`src/can_filter_pkg.sv`:
```
/*
 * Register offsets, field positions and widths for the acceptance
 * filter register view and message data window.
 * Assumes: an 8-bit special function register bus with 8-bit addresses.
 */
package can_filter_pkg;

    // ------------------------------------------------------------
    // Register offsets
    // ------------------------------------------------------------
    localparam logic [7:0] OFS_MESSAGE_DATA_WINDOW = 8'hA3;
    localparam logic [7:0] OFS_IDENT_TAG_BYTE1     = 8'hBC;
    localparam logic [7:0] OFS_IDENT_TAG_BYTE2     = 8'hBD;
    localparam logic [7:0] OFS_IDENT_TAG_BYTE3     = 8'hBE;
    localparam logic [7:0] OFS_IDENT_TAG_BYTE4     = 8'hBF;
    localparam logic [7:0] OFS_IDENT_MASK_BYTE1    = 8'hC4;
    localparam logic [7:0] OFS_IDENT_MASK_BYTE2    = 8'hC5;
    localparam logic [7:0] OFS_IDENT_MASK_BYTE3    = 8'hC6;
    localparam logic [7:0] OFS_IDENT_MASK_BYTE4    = 8'hC7;

    // ------------------------------------------------------------
    // Field positions in byte 4
    // ------------------------------------------------------------
    localparam int BIT_REMOTE_REQ     = 2;
    localparam int BIT_RESERVED1      = 1;
    localparam int BIT_EXT_FLAG       = 0;
    localparam int BIT_LOW_IDENT_MSB  = 7;
    localparam int BIT_LOW_IDENT_LSB  = 3;

    // Standard format: mask bits 2..0 in bits 7..5 of byte 2
    localparam int STD_LOW_MSB        = 7;
    localparam int STD_LOW_LSB        = 5;

    // ------------------------------------------------------------
    // Sizes and fill value for reserved reads
    // ------------------------------------------------------------
    localparam int         MAILBOX_DEPTH   = 8;
    localparam int         PTR_W           = 3;
    localparam int         FIFO_DEPTH      = 8;
    localparam int         DATA_W          = 8;
    localparam logic [7:0] RESERVED_FILL   = 8'h00;
    localparam logic [2:0] PTR_LAST        = 3'h7;
    localparam logic [2:0] PTR_FIRST       = 3'h0;

endpackage
```
`src/can_accept_match.sv`:
```
/*
 * Combinational acceptance compare of a received frame against the
 * tag and mask fields of one message object.
 * Assumes: fields already unpacked from the register bytes.
 */
`timescale 1ns/1ps
`default_nettype none

module can_accept_match (
    // Object settings
    input  wire logic [28:0] tag_ident,
    input  wire logic [28:0] mask_ident,
    input  wire logic        tag_rtr,
    input  wire logic        mask_rtr,
    input  wire logic        tag_ide,
    input  wire logic        mask_ide,
    // Received frame
    input  wire logic [28:0] rx_ident,
    input  wire logic        rx_rtr,
    input  wire logic        rx_ide,
    // Result
    output logic             hit
);
    logic [30:0] differ;
    logic [30:0] enable;

    assign differ = {rx_ident ^ tag_ident, rx_rtr ^ tag_rtr, rx_ide ^ tag_ide};
    assign enable = {mask_ident, mask_rtr, mask_ide};
    assign hit = ((differ & enable) == '0);

endmodule

`default_nettype wire

```
`src/can_acceptance_filter_regs.sv`:
```
/*
 * Tag byte 4, mask bytes 1..4 and message data window of one CAN
 * message object, with its acceptance compare and mailbox.
 * Assumes: the CPU drives a one-cycle special function register
 * strobe with an 8-bit address; a frame engine offers received
 * frames and data bytes and takes transmit identifiers.
 */
`timescale 1ns/1ps
`default_nettype none


module can_acceptance_filter_regs (
    // Clock and reset
    input  wire logic        clk_sys,
    input  wire logic        rst,
    // CPU register port
    input  wire logic        sfr_wr,
    input  wire logic        sfr_rd,
    input  wire logic [7:0]  sfr_addr,
    input  wire logic [7:0]  sfr_wdata,
    output logic      [7:0]  sfr_rdata,
    output logic             sfr_rvalid,
    // Object configuration
    input  wire logic        ext_format,
    input  wire logic        auto_inc,
    input  wire logic        ptr_load,
    input  wire logic [2:0]  ptr_value,
    // Tag bytes 1..3 from the rest of the object
    input  wire logic [23:0] tag_high_bytes,
    // Received frame from the protocol engine
    input  wire logic        rx_valid,
    input  wire logic [28:0] rx_ident,
    input  wire logic        rx_rtr,
    input  wire logic        rx_ide,
    output logic             rx_hit,
    output logic             rx_hit_valid,
    // Received data bytes into the mailbox
    input  wire logic        rx_byte_valid,
    output logic             rx_byte_ready,
    input  wire logic [7:0]  rx_byte,
    // Transmit identifier and mailbox pointer
    output logic      [28:0] tx_ident,
    output logic             tx_rtr,
    output logic      [2:0]  msg_ptr
);

    // ------------------------------------------------------------
    // Storage
    // ------------------------------------------------------------
    // No reset on tag or mask bytes: contents undefined after reset
    logic [7:0] ident_tag_byte4_r;
    logic [7:0] ident_mask_byte1_r;
    logic [7:0] ident_mask_byte2_r;
    logic [7:0] ident_mask_byte3_r;
    logic [7:0] ident_mask_byte4_r;
    logic [7:0] mailbox [can_filter_pkg::MAILBOX_DEPTH];
    logic [2:0] msg_ptr_r;
    logic [2:0] msg_ptr_nxt;
    logic [7:0] fill_ptr_r;

    // ------------------------------------------------------------
    // Address decode
    // ------------------------------------------------------------
    function automatic logic hit_addr(input logic [7:0] a, input logic [7:0] ofs);
        hit_addr = (a == ofs);
    endfunction

    logic win_access;
    assign win_access = (sfr_wr || sfr_rd)
        && hit_addr(sfr_addr, can_filter_pkg::OFS_MESSAGE_DATA_WINDOW);

    // ------------------------------------------------------------
    // Tag and mask writes
    // ------------------------------------------------------------
    // reserved bits cleared on write, except bit 1 of tag byte 4 in extended format
    always_ff @(posedge clk_sys)
    begin
        if (sfr_wr)
        begin
            if (hit_addr(sfr_addr, can_filter_pkg::OFS_IDENT_TAG_BYTE4))
            begin
                // extended tag byte layout kept whole
                ident_tag_byte4_r <= ext_format ? sfr_wdata
                    : (sfr_wdata & 8'h05);
            end
            if (hit_addr(sfr_addr, can_filter_pkg::OFS_IDENT_MASK_BYTE1))
            begin
                ident_mask_byte1_r <= sfr_wdata;
            end
            if (hit_addr(sfr_addr, can_filter_pkg::OFS_IDENT_MASK_BYTE2))
            begin
                ident_mask_byte2_r <= ext_format ? sfr_wdata
                    : (sfr_wdata & 8'hE0);
            end
            if (hit_addr(sfr_addr, can_filter_pkg::OFS_IDENT_MASK_BYTE3))
            begin
                ident_mask_byte3_r <= ext_format ? sfr_wdata
                    : can_filter_pkg::RESERVED_FILL;
            end
            if (hit_addr(sfr_addr, can_filter_pkg::OFS_IDENT_MASK_BYTE4))
            begin
                ident_mask_byte4_r <= ext_format ? (sfr_wdata & 8'hFD)
                    : (sfr_wdata & 8'h05);
            end
        end
    end

    // ------------------------------------------------------------
    // Field unpacking
    // ------------------------------------------------------------
    logic [28:0] tag_ident;
    logic [28:0] mask_ident;
    logic        mask_rtr;
    logic        mask_ide;
    logic        tag_rtr;

    always_comb
    begin
        if (ext_format)
        begin
            // mask bits 28..5 across bytes 1..3
            tag_ident  = {tag_high_bytes,
                ident_tag_byte4_r[can_filter_pkg::BIT_LOW_IDENT_MSB:
                                  can_filter_pkg::BIT_LOW_IDENT_LSB]};
            mask_ident = {ident_mask_byte1_r, ident_mask_byte2_r, ident_mask_byte3_r,
                ident_mask_byte4_r[can_filter_pkg::BIT_LOW_IDENT_MSB:
                                   can_filter_pkg::BIT_LOW_IDENT_LSB]};
        end
        else
        begin
            tag_ident  = {18'h00000, tag_high_bytes[23:13]};
            mask_ident = {18'h00000, ident_mask_byte1_r,
                ident_mask_byte2_r[can_filter_pkg::STD_LOW_MSB:
                                   can_filter_pkg::STD_LOW_LSB]};
        end
        tag_rtr  = ident_tag_byte4_r[can_filter_pkg::BIT_REMOTE_REQ];
        mask_rtr = ident_mask_byte4_r[can_filter_pkg::BIT_REMOTE_REQ];
        mask_ide = ident_mask_byte4_r[can_filter_pkg::BIT_EXT_FLAG];
    end

    // ------------------------------------------------------------
    // Acceptance compare
    // ------------------------------------------------------------
    logic hit_comb;

    can_accept_match u_match (
        .tag_ident  (tag_ident),
        .mask_ident (mask_ident),
        .tag_rtr    (tag_rtr),
        .mask_rtr   (mask_rtr),
        .tag_ide    (ext_format),
        .mask_ide   (mask_ide),
        .rx_ident   (rx_ident),
        .rx_rtr     (rx_rtr),
        .rx_ide     (rx_ide),
        .hit        (hit_comb)
    );

    always_ff @(posedge clk_sys or posedge rst)
    begin
        if (rst)
        begin
            rx_hit       <= 1'b0;
            rx_hit_valid <= 1'b0;
        end
        else
        begin
            rx_hit_valid <= rx_valid;
            rx_hit       <= rx_valid && hit_comb;
        end
    end

    // ------------------------------------------------------------
    // Transmit identifier
    // ------------------------------------------------------------
    // mask never touches transmit identifier
    always_ff @(posedge clk_sys or posedge rst)
    begin
        if (rst)
        begin
            tx_ident <= 29'h00000000;
            tx_rtr   <= 1'b0;
        end
        else
        begin
            tx_ident <= tag_ident;
            tx_rtr   <= tag_rtr;
        end
    end

    // ------------------------------------------------------------
    // Receive byte FIFO into mailbox
    // ------------------------------------------------------------
    logic       fifo_valid;
    logic [7:0] fifo_data;
    logic       fifo_pop;

    can_fifo #(
        .WIDTH (can_filter_pkg::DATA_W),
        .DEPTH (can_filter_pkg::FIFO_DEPTH)
    ) u_fifo (
        .clk_sys   (clk_sys),
        .rst       (rst),
        .in_valid  (rx_byte_valid),
        .in_ready  (rx_byte_ready),
        .in_data   (rx_byte),
        .out_valid (fifo_valid),
        .out_ready (fifo_pop),
        .out_data  (fifo_data)
    );

    // CPU write to window has priority; FIFO stalls that cycle
    assign fifo_pop = fifo_valid
        && !(sfr_wr && hit_addr(sfr_addr, can_filter_pkg::OFS_MESSAGE_DATA_WINDOW));

    always_ff @(posedge clk_sys or posedge rst)
    begin
        if (rst)
        begin
            fill_ptr_r <= 8'h00;
        end
        else if (fifo_pop)
        begin
            fill_ptr_r <= 8'((fill_ptr_r + 8'h01) & 8'h07);
        end
    end

    always_ff @(posedge clk_sys)
    begin
        if (sfr_wr && hit_addr(sfr_addr, can_filter_pkg::OFS_MESSAGE_DATA_WINDOW))
        begin
            mailbox[msg_ptr_r] <= sfr_wdata;
        end
        else if (fifo_pop)
        begin
            mailbox[fill_ptr_r[2:0]] <= fifo_data;
        end
    end

    // ------------------------------------------------------------
    // Mailbox pointer
    // ------------------------------------------------------------
    always_comb
    begin
        msg_ptr_nxt = msg_ptr_r;
        if (ptr_load)
        begin
            msg_ptr_nxt = ptr_value;
        end
        else if (win_access && auto_inc)
        begin
            msg_ptr_nxt = (msg_ptr_r == can_filter_pkg::PTR_LAST)
                ? can_filter_pkg::PTR_FIRST : msg_ptr_r + 3'h1;
        end
    end

    always_ff @(posedge clk_sys or posedge rst)
    begin
        if (rst)
        begin
            msg_ptr_r <= 3'h0;
            msg_ptr   <= 3'h0;
        end
        else
        begin
            msg_ptr_r <= msg_ptr_nxt;
            msg_ptr   <= msg_ptr_nxt;
        end
    end

    // ------------------------------------------------------------
    // Read path
    // ------------------------------------------------------------
    always_ff @(posedge clk_sys or posedge rst)
    begin
        if (rst)
        begin
            sfr_rdata  <= 8'h00;
            sfr_rvalid <= 1'b0;
        end
        else
        begin
            sfr_rvalid <= sfr_rd;
            if (sfr_rd)
            begin
                case (sfr_addr)
                    can_filter_pkg::OFS_MESSAGE_DATA_WINDOW: sfr_rdata <= mailbox[msg_ptr_r];
                    can_filter_pkg::OFS_IDENT_TAG_BYTE4:     sfr_rdata <= ident_tag_byte4_r;
                    can_filter_pkg::OFS_IDENT_MASK_BYTE1:    sfr_rdata <= ident_mask_byte1_r;
                    can_filter_pkg::OFS_IDENT_MASK_BYTE2:    sfr_rdata <= ident_mask_byte2_r;
                    can_filter_pkg::OFS_IDENT_MASK_BYTE3:    sfr_rdata <= ident_mask_byte3_r;
                    can_filter_pkg::OFS_IDENT_MASK_BYTE4:    sfr_rdata <= ident_mask_byte4_r;
                    default:
                        sfr_rdata <= can_filter_pkg::RESERVED_FILL;
                endcase
            end
        end
    end

endmodule

`default_nettype wire

```
`src/can_fifo.sv`:
```
/*
 * Synchronous FIFO with valid/ready on both sides.
 * Assumes: one clock, asynchronous active-high reset.
 */
`timescale 1ns/1ps
`default_nettype none

module can_fifo #(
    parameter int WIDTH = 8,
    parameter int DEPTH = 8
) (
    // Clock and reset
    input  wire logic             clk_sys,
    input  wire logic             rst,
    // Fill side
    input  wire logic             in_valid,
    output logic                  in_ready,
    input  wire logic [WIDTH-1:0] in_data,
    // Drain side
    output logic                  out_valid,
    input  wire logic             out_ready,
    output logic      [WIDTH-1:0] out_data
);
    localparam int AW = $clog2(DEPTH);

    logic [WIDTH-1:0] mem [DEPTH];
    logic [AW-1:0]    wr_ptr_r;
    logic [AW-1:0]    rd_ptr_r;
    logic [AW:0]      count_r;
    logic             push;
    logic             pop;

    assign out_valid = (count_r != '0);
    assign out_data  = mem[rd_ptr_r];
    assign push      = in_valid && in_ready;
    assign pop       = out_valid && out_ready;

    always_ff @(posedge clk_sys)
    begin
        if (push)
        begin
            mem[wr_ptr_r] <= in_data;
        end
    end

    always_ff @(posedge clk_sys or posedge rst)
    begin
        if (rst)
        begin
            wr_ptr_r <= '0;
            rd_ptr_r <= '0;
            count_r  <= '0;
            in_ready <= 1'b1;
        end
        else
        begin
            if (push)
            begin
                wr_ptr_r <= (wr_ptr_r == AW'(DEPTH-1)) ? '0 : wr_ptr_r + 1'b1;
            end
            if (pop)
            begin
                rd_ptr_r <= (rd_ptr_r == AW'(DEPTH-1)) ? '0 : rd_ptr_r + 1'b1;
            end
            if (push && !pop)
            begin
                count_r  <= count_r + 1'b1;
                in_ready <= (count_r != (AW+1)'(DEPTH-1));
            end
            else if (pop && !push)
            begin
                count_r  <= count_r - 1'b1;
                in_ready <= 1'b1;
            end
        end
    end

endmodule

`default_nettype wire

```
`config.mk`:
```
export PLATFORM = sky130hd
export DESIGN_NAME = can_acceptance_filter_regs
export DESIGN_NICKNAME = d
export VERILOG_FILES = /design/src/can_filter_pkg.sv /design/src/can_accept_match.sv /design/src/can_acceptance_filter_regs.sv /design/src/can_fifo.sv
export SDC_FILE = /design/constraint.sdc
export NUM_CORES = 1
export LEC_CHECK = 0
export BUFFER_PORTS_ARGS = -buffer_cell sky130_fd_sc_hd__buf_2
export CORE_MARGIN = 3
export CORE_UTILIZATION = 30
export CTS_CLUSTER_DIAMETER = 120
export DETAILED_ROUTE_END_ITERATION = 16
export PLACE_DENSITY = 0.59
export SKIP_LAST_GASP = 1
export SLEW_MARGIN = 15
export SYNTH_ARGS = -nofsm -noshare
export SYNTH_HDL_FRONTEND = slang
export SYNTH_SLANG_ARGS = --single-unit
```
`constraint.sdc`:
```
create_clock -name clk_sys -period 2.9 [get_ports clk_sys]
set_input_delay 0.58 -clock clk_sys [delete_from_list [all_inputs] [get_ports clk_sys]]
set_output_delay 0.58 -clock clk_sys [all_outputs]
set_load 0.02 [all_outputs]
```
Word level (Yosys, flattened, before mapping) --
Memory sizes are Yosys's and may differ from the RTL's. Index checks and enable logic that the tools add are counted.
Word-level totals: output and inout bits 45, memories kept 2, logic and storage cells 87, RAM bits 128, input port bits 91, register bits 98
Cells by class: mux-type cells 22, reductions and logical operators 23, add/subtract/negate cells 6, bitwise operators 4, equality and inequality tests 10
Memory list:
- mailbox | words 8, width 8, rd ports 1, clocked after memory_dff 0, wr ports 1, RTL line can_acceptance_filter_regs.sv:56 | logic [7:0] mailbox [can_filter_pkg::MAILBOX_DEPTH];
- u_fifo.mem | words 8, width 8, rd ports 1, clocked after memory_dff 0, wr ports 1, RTL line can_fifo.sv:26 | logic [WIDTH-1:0] mem [DEPTH];
Operators with widths (count):
- $mux W29 | 2
- $eq A8 B8 Y1 const B | 6
- $pmux W8 S6 | 1
- $and A31 B31 Y31 | 1
- $logic_not A31 Y1 | 1
- $xor A29 B29 Y29 | 1
- $mux W3 | 6
- $add A3 B1 Y3 const B | 4
- $mux W1 | 10
- $reduce_and A2 Y1 | 5
- $eq A3 B3 Y1 const B | 3
- $logic_and A1 B1 Y1 | 9
- $mux W4 | 2
- $mux W8 | 1
- $reduce_or A8 Y1 | 1
- $add A4 B1 Y4 const B | 1
- $ne A4 B3 Y1 const B | 1
- $reduce_bool A2 Y1 | 2
- $reduce_bool A4 Y1 | 1
- $sub A4 B1 Y4 const B | 1
- $logic_not A1 Y1 | 3
- $xor A1 B1 Y1 | 2
- $logic_or A1 B1 Y1 | 1

Logic depth before layout (Yosys ltp) --
depth in word-level cells 9, gate-level depth with buffers 12, depth with buffers taken out 11

Hierarchy --
A second synthesis with hierarchy kept.
Second synthesis, totals: cells, all modules 628, area, all modules 9938.3 µm²
By module, submodules not included:
- can_acceptance_filter_regs | instances 1, cells an instance 418, sequential area each 4269.1 µm², area each 6343.6 µm²
- can_fifo | instances 1, cells an instance 160, sequential area each 2198.4 µm², area each 3171.8 µm²
- can_accept_match | instances 1, cells an instance 50, sequential area each 0.0 µm², area each 422.9 µm²

Worst setup path after synthesis --
Ideal clock, no wire load.
kind input to register, from input port sfr_addr[1], to register u_fifo.count_r[3], arrival 2.673 ns, cell stages on the path 12, library setup time 0.125 ns, setup slack 0.102 ns, cells stage by stage buf_2 > nand4_2 > o41a_1 > inv_1 > ha_1 > inv_1 > ha_1 > a21o_1 > a21oi_1 > xnor2_1 > nor2_1 > xor2_1
Between the ends: word-level cells in the longest chain between the ends 8, elaborated cells on any way between the ends 10, classes of those cells 1 x eq/ne; 1 x mux; 8 x reduce/logical
RTL lines:
- start, declared | RTL line can_acceptance_filter_regs.sv:19 | input wire logic [7:0] sfr_addr,
- $eq A8 B8 Y1 * | RTL line can_acceptance_filter_regs.sv:65 | hit_addr = (a == ofs);
- $logic_and A1 B1 Y1 * | RTL line can_acceptance_filter_regs.sv:214 | && !(sfr_wr && hit_addr(sfr_addr, can_filter_pkg::OFS_MESSAGE_DATA_WINDOW));
- $logic_not A1 Y1 * | RTL line can_acceptance_filter_regs.sv:214
- $logic_and A1 B1 Y1 * | RTL line can_acceptance_filter_regs.sv:214
- $logic_and A1 B1 Y1 * | RTL line can_fifo.sv:36 | assign pop = out_valid && out_ready;
- $logic_not A1 Y1 | RTL line can_fifo.sv:65 | if (push && !pop)
- $logic_and A1 B1 Y1 | RTL line can_fifo.sv:65
- $mux W4 or $reduce_bool A2 Y1 (tied branches)
- end signal, assigned | RTL line can_fifo.sv:67 | count_r <= count_r + 1'b1;
- end signal, assigned | RTL line can_fifo.sv:72 | count_r <= count_r - 1'b1;
- end, declared | RTL line can_fifo.sv:29 | logic [AW:0] count_r;
Every way passes the cells marked *; elsewhere a longest branch is shown, timed or not. A chain may end at the register's enable or synchronous reset.

Worst setup path after layout --
from register u_fifo.count_r[1], to register u_fifo.count_r[3]
Between the ends: word-level cells in the longest chain between the ends 6, elaborated cells on any way between the ends 11, classes of those cells 2 x add/sub; 2 x mux; 7 x reduce/logical
RTL lines:
- branches (longest 6 deep; another with $sub A4 B1 Y4)
Parallel ways; which one is timed is not known. The select of a mux whose other input is x is not followed.

==> reports/results.ini <==
[grt]
grt_usage_pct = 13.3
antenna_found_initial = 2
grt_pass1_vias = 5923
grt-ovfl-total = 0
grt_pass1_wl_mm = 35.0
grt_max_degree = 59

[yosys]
synth.net_count = 702
synth.distinct_cells = 57
synth_flop_cell = edfxtp_1
synth-seq-cells = 225
synth-edff-count = 167
yosysTopAreaCell = edfxtp_1
ys_async_sr_fraction_pct = 25.8
synthCells = 600
synth_area_mm2 = 0.00968
synth_seq_area_share_pct = 66.8
avgSynthCellArea_um2 = 16.1
ys.warnings.count = 0
synth_top_area_share_pct = 51.8
synthTopCellsByArea = edfxtp_1, dfrtp_1, mux4_2

[sta]
slew_violations = 0
clock_skew_ns = 0.00821
tns_ns = 0
post-route-period-util_pct = 86.2
fin_crit_ns = 2.50
hold_viol_final = 0
setup_viol = 0
worst_pin_slew_ns = 0.826
timing.final.ws_setup_ns = 0.400
max-slew-margin-rel_pct = 44.7
rsz0062_at_grt = false
timing.fmax_mhz = 400

[clock_network]
cts_setup_buffers = 0
cts_resized = 0
cts_made_buffers = 24
cts_tree = done
cts.sinks = 225
clk_latency_ns = 0.51
clk_path_buf_depth = 3
cts_hold_buf = 0
cts-root-buf = clkbuf_16
clk_pin_slew_ns = 0.06
htree_num_levels = 1

[power]
p_total_w = 0.0102
power_density_mw_per_mm2 = 853
p_switching_w = 0.00280
p_leak_nw = 4.64
switching_share_pct = 27.5
seq_power_share_pct = 45.9
ir_drop_mv = 0.439
p_comb_share_pct = 22.7
power_frac_clock_pct = 31.4
p_int_w = 0.00738

[drt]
drtIter0Drc = 503
drc = 0
route.met3.wl_mm = 1.21
ant_nets = 0
first_pass_iters = 5
wl_per_cell_um = 19.1
dr.max_layer_used = met4
via_per_inst = 4.82
drt-total-wl_mm = 23.0
vias = 5804
met1_length_mm = 10.3
wl_met2_mm = 11.0

[worst_setup_path]
start_kind = register
crit_required_ns = 3.29
cp.arrival_ns = 2.89
critical_path_class = register to register
cp_max_fo = 5
cp-end-kind = register

[place]
place_ws_ns = 0.0781
gp_congestion = 0.826
portBuffers = 135
detailed_place.area_mm2 = 0.0111
hpwl_mm = 16.8

[floorplan]
dieArea_mm2 = 0.0345
initial_utilization_pct = 30.5
dieWidth_um = 186
row_count = 65
die_h_um = 186
io_pins = 136
core_area_mm2 = 0.0317

[finish]
fillers = 3028
nNetsFinal = 883
seqCellArea_mm2 = 0.00647
stdcell_area_mm2 = 0.0119
drive_gt1_share_pct = 33.7
layout-area-overhead-vs-synth_pct = 23.3
multiInputGateArea_mm2 = 0.00301

[run]
cap_violations = 0

[status]
status = complete, no violations

[worst_hold_path]
hold_class = input port to async pin

cell usage in the layout, fill, tap and decap left out, drive strengths merged, types with 4 or more instances in the layout:
cell     netlist  final
a22oi          6      6
nand2         18     18
a21boi         6      6
edfxtp       167    167
o2bb2ai        4      4
o21ai         17     17
nor2          35     35
and3b          6      6
a222oi         7      7
inv           22     23
buf           13    179
nor3           8      8
mux2          19     19
xnor2         10     10
clkinv         0      7
nand2b         4      4
dfrtp         57     57
mux4          35     35
a21oi         14     14
ha            10     10
o221ai         4      4
and2          28     28
mux2i         26     26
xor2          28     28
nand3          5      5
a31oi          4      4
clkbuf        11     31
logic make-up (layout without fill, tap and decap cells):
group,Yosys count,in the layout,synth area share (%)
multiplexers,80,80,13.4
flip-flops,225,225,66.8
AO/OA/AOI/OAI,81,81,6.02
adder cells (fa/ha/maj),11,11,1.50
other,0,2,0
XOR/XNOR,38,38,3.44
buffers and inverters,46,245,2.06
AND/OR/NAND/NOR,119,119,6.77
cell type report:
type	count	share of cell area [%]
multi-input combinational	329	25.2
antenna	2	0.0419
sequential	225	54.2
timing repair buffer	179	8.54
clock buffer	31	5.85
clock inverter	13	1.22
inverter	22	0.692
tap	402	4.22
synth_stat cells (2+ instances only):
| master | number |
|---|---|
| a21oi_1 | 14 |
| o21a_1 | 2 |
| o2111ai_1 | 2 |
| and2_1 | 28 |
| o21ai_0 | 16 |
| a32oi_2 | 2 |
| buf_2 | 8 |
| edfxtp_1 | 167 |
| o2bb2ai_1 | 4 |
| nand2_1 | 18 |
| and3b_1 | 6 |
| nand3b_1 | 3 |
| clkbuf_1 | 10 |
| xor2_1 | 28 |
| mux2_2 | 19 |
| nor3b_1 | 2 |
| a22oi_1 | 6 |
| ha_1 | 10 |
| mux2i_1 | 26 |
| o221ai_1 | 4 |
| nand3_1 | 5 |
| mux4_1 | 9 |
| nor2_1 | 35 |
| a21boi_0 | 6 |
| nor4_1 | 2 |
| buf_1 | 3 |
| dfrtp_1 | 57 |
| a31oi_1 | 4 |
| a21o_1 | 2 |
| buf_6 | 2 |
| o22ai_1 | 3 |
| mux4_2 | 26 |
| nand2b_1 | 4 |
| a222oi_1 | 7 |
| xnor2_1 | 10 |
| nor3_1 | 6 |
| inv_1 | 22 |
| a221oi_1 | 3 |
flip-flops by register name (all words and copies together), names as in the netlist, 3 cells and up:
name                flops
ident_mask_byte4_r      7
u_fifo.mem             64
mailbox                64
u_fifo.wr_ptr_r         3
ident_mask_byte2_r      8
msg_ptr_r               3
ident_tag_byte4_r       8
ident_mask_byte1_r      8
sfr_rdata               8
fill_ptr_r              3
u_fifo.rd_ptr_r         3
ident_mask_byte3_r      8
u_fifo.count_r          4
tx_ident               29
final timing paths:
path,from,end,slack [ns],depth (start not counted)
worst max-delay path,u_fifo.count_r[1]$_DFFE_PP0P_,u_fifo.count_r[3]$_DFFE_PP0P_,0.40,11
worst min-delay path,rst,fill_ptr_r[1]$_DFFE_PP0P_,0.12,3
worst max register to register,u_fifo.count_r[1]$_DFFE_PP0P_,u_fifo.count_r[3]$_DFFE_PP0P_,0.40,11
worst min register to register,ident_tag_byte4_r[2]$_DFFE_PP_,tx_rtr$_DFF_PP0_,0.43,0
max in group asynchronous,rst,sfr_rdata[0]$_DFFE_PP0P_,2.48,3
min in group clk_sys,rx_valid,rx_hit_valid$_DFF_PP0_,0.20,1
metrics by stage:
stage	utilization (%)	cells	hold slack, ns
CTS	37.6	1201	0.133
global placement	34.9	1157	0.409
finish	37.6	1203	0.121
global route	37.6	1203	0.152
detailed placement	34.9	1157	0.414
floorplan	-	600	0.395
worst max-delay path: stages, from the launching register on:
cell	delay (ns)
dfrtp_1	0.44
or4_1	0.53
o41a_1	0.15
inv_1	0.09
ha_1	0.17
inv_1	0.06
buf_4	0.14
ha_1	0.30
a21oi_1	0.16
xnor2_1	0.14
nor2_1	0.06
xor2_1	0.14
power by group through the flow:
stage | registers [W] | clock network (W) | logic [W]
global route | 0.00474 | 0.00338 | 0.00257
global placement | 0.00473 | 0 | 0.00232
finish | 0.00467 | 0.00320 | 0.00231
detailed placement | 0.00474 | 0 | 0.00235
floorplan | 0.00463 | 0 | 0.00153
CTS | 0.00468 | 0.00327 | 0.00236
routing by layer:
metal | track usage, % | vias up
li1 | - | 2692
met1 | 18.2 | 2928
met2 | 22.4 | 159
met3 | 2.01 | 25
met4 | 3.31 | 0
met5 | 0 | -
Power figures use the tool's default switching activity.
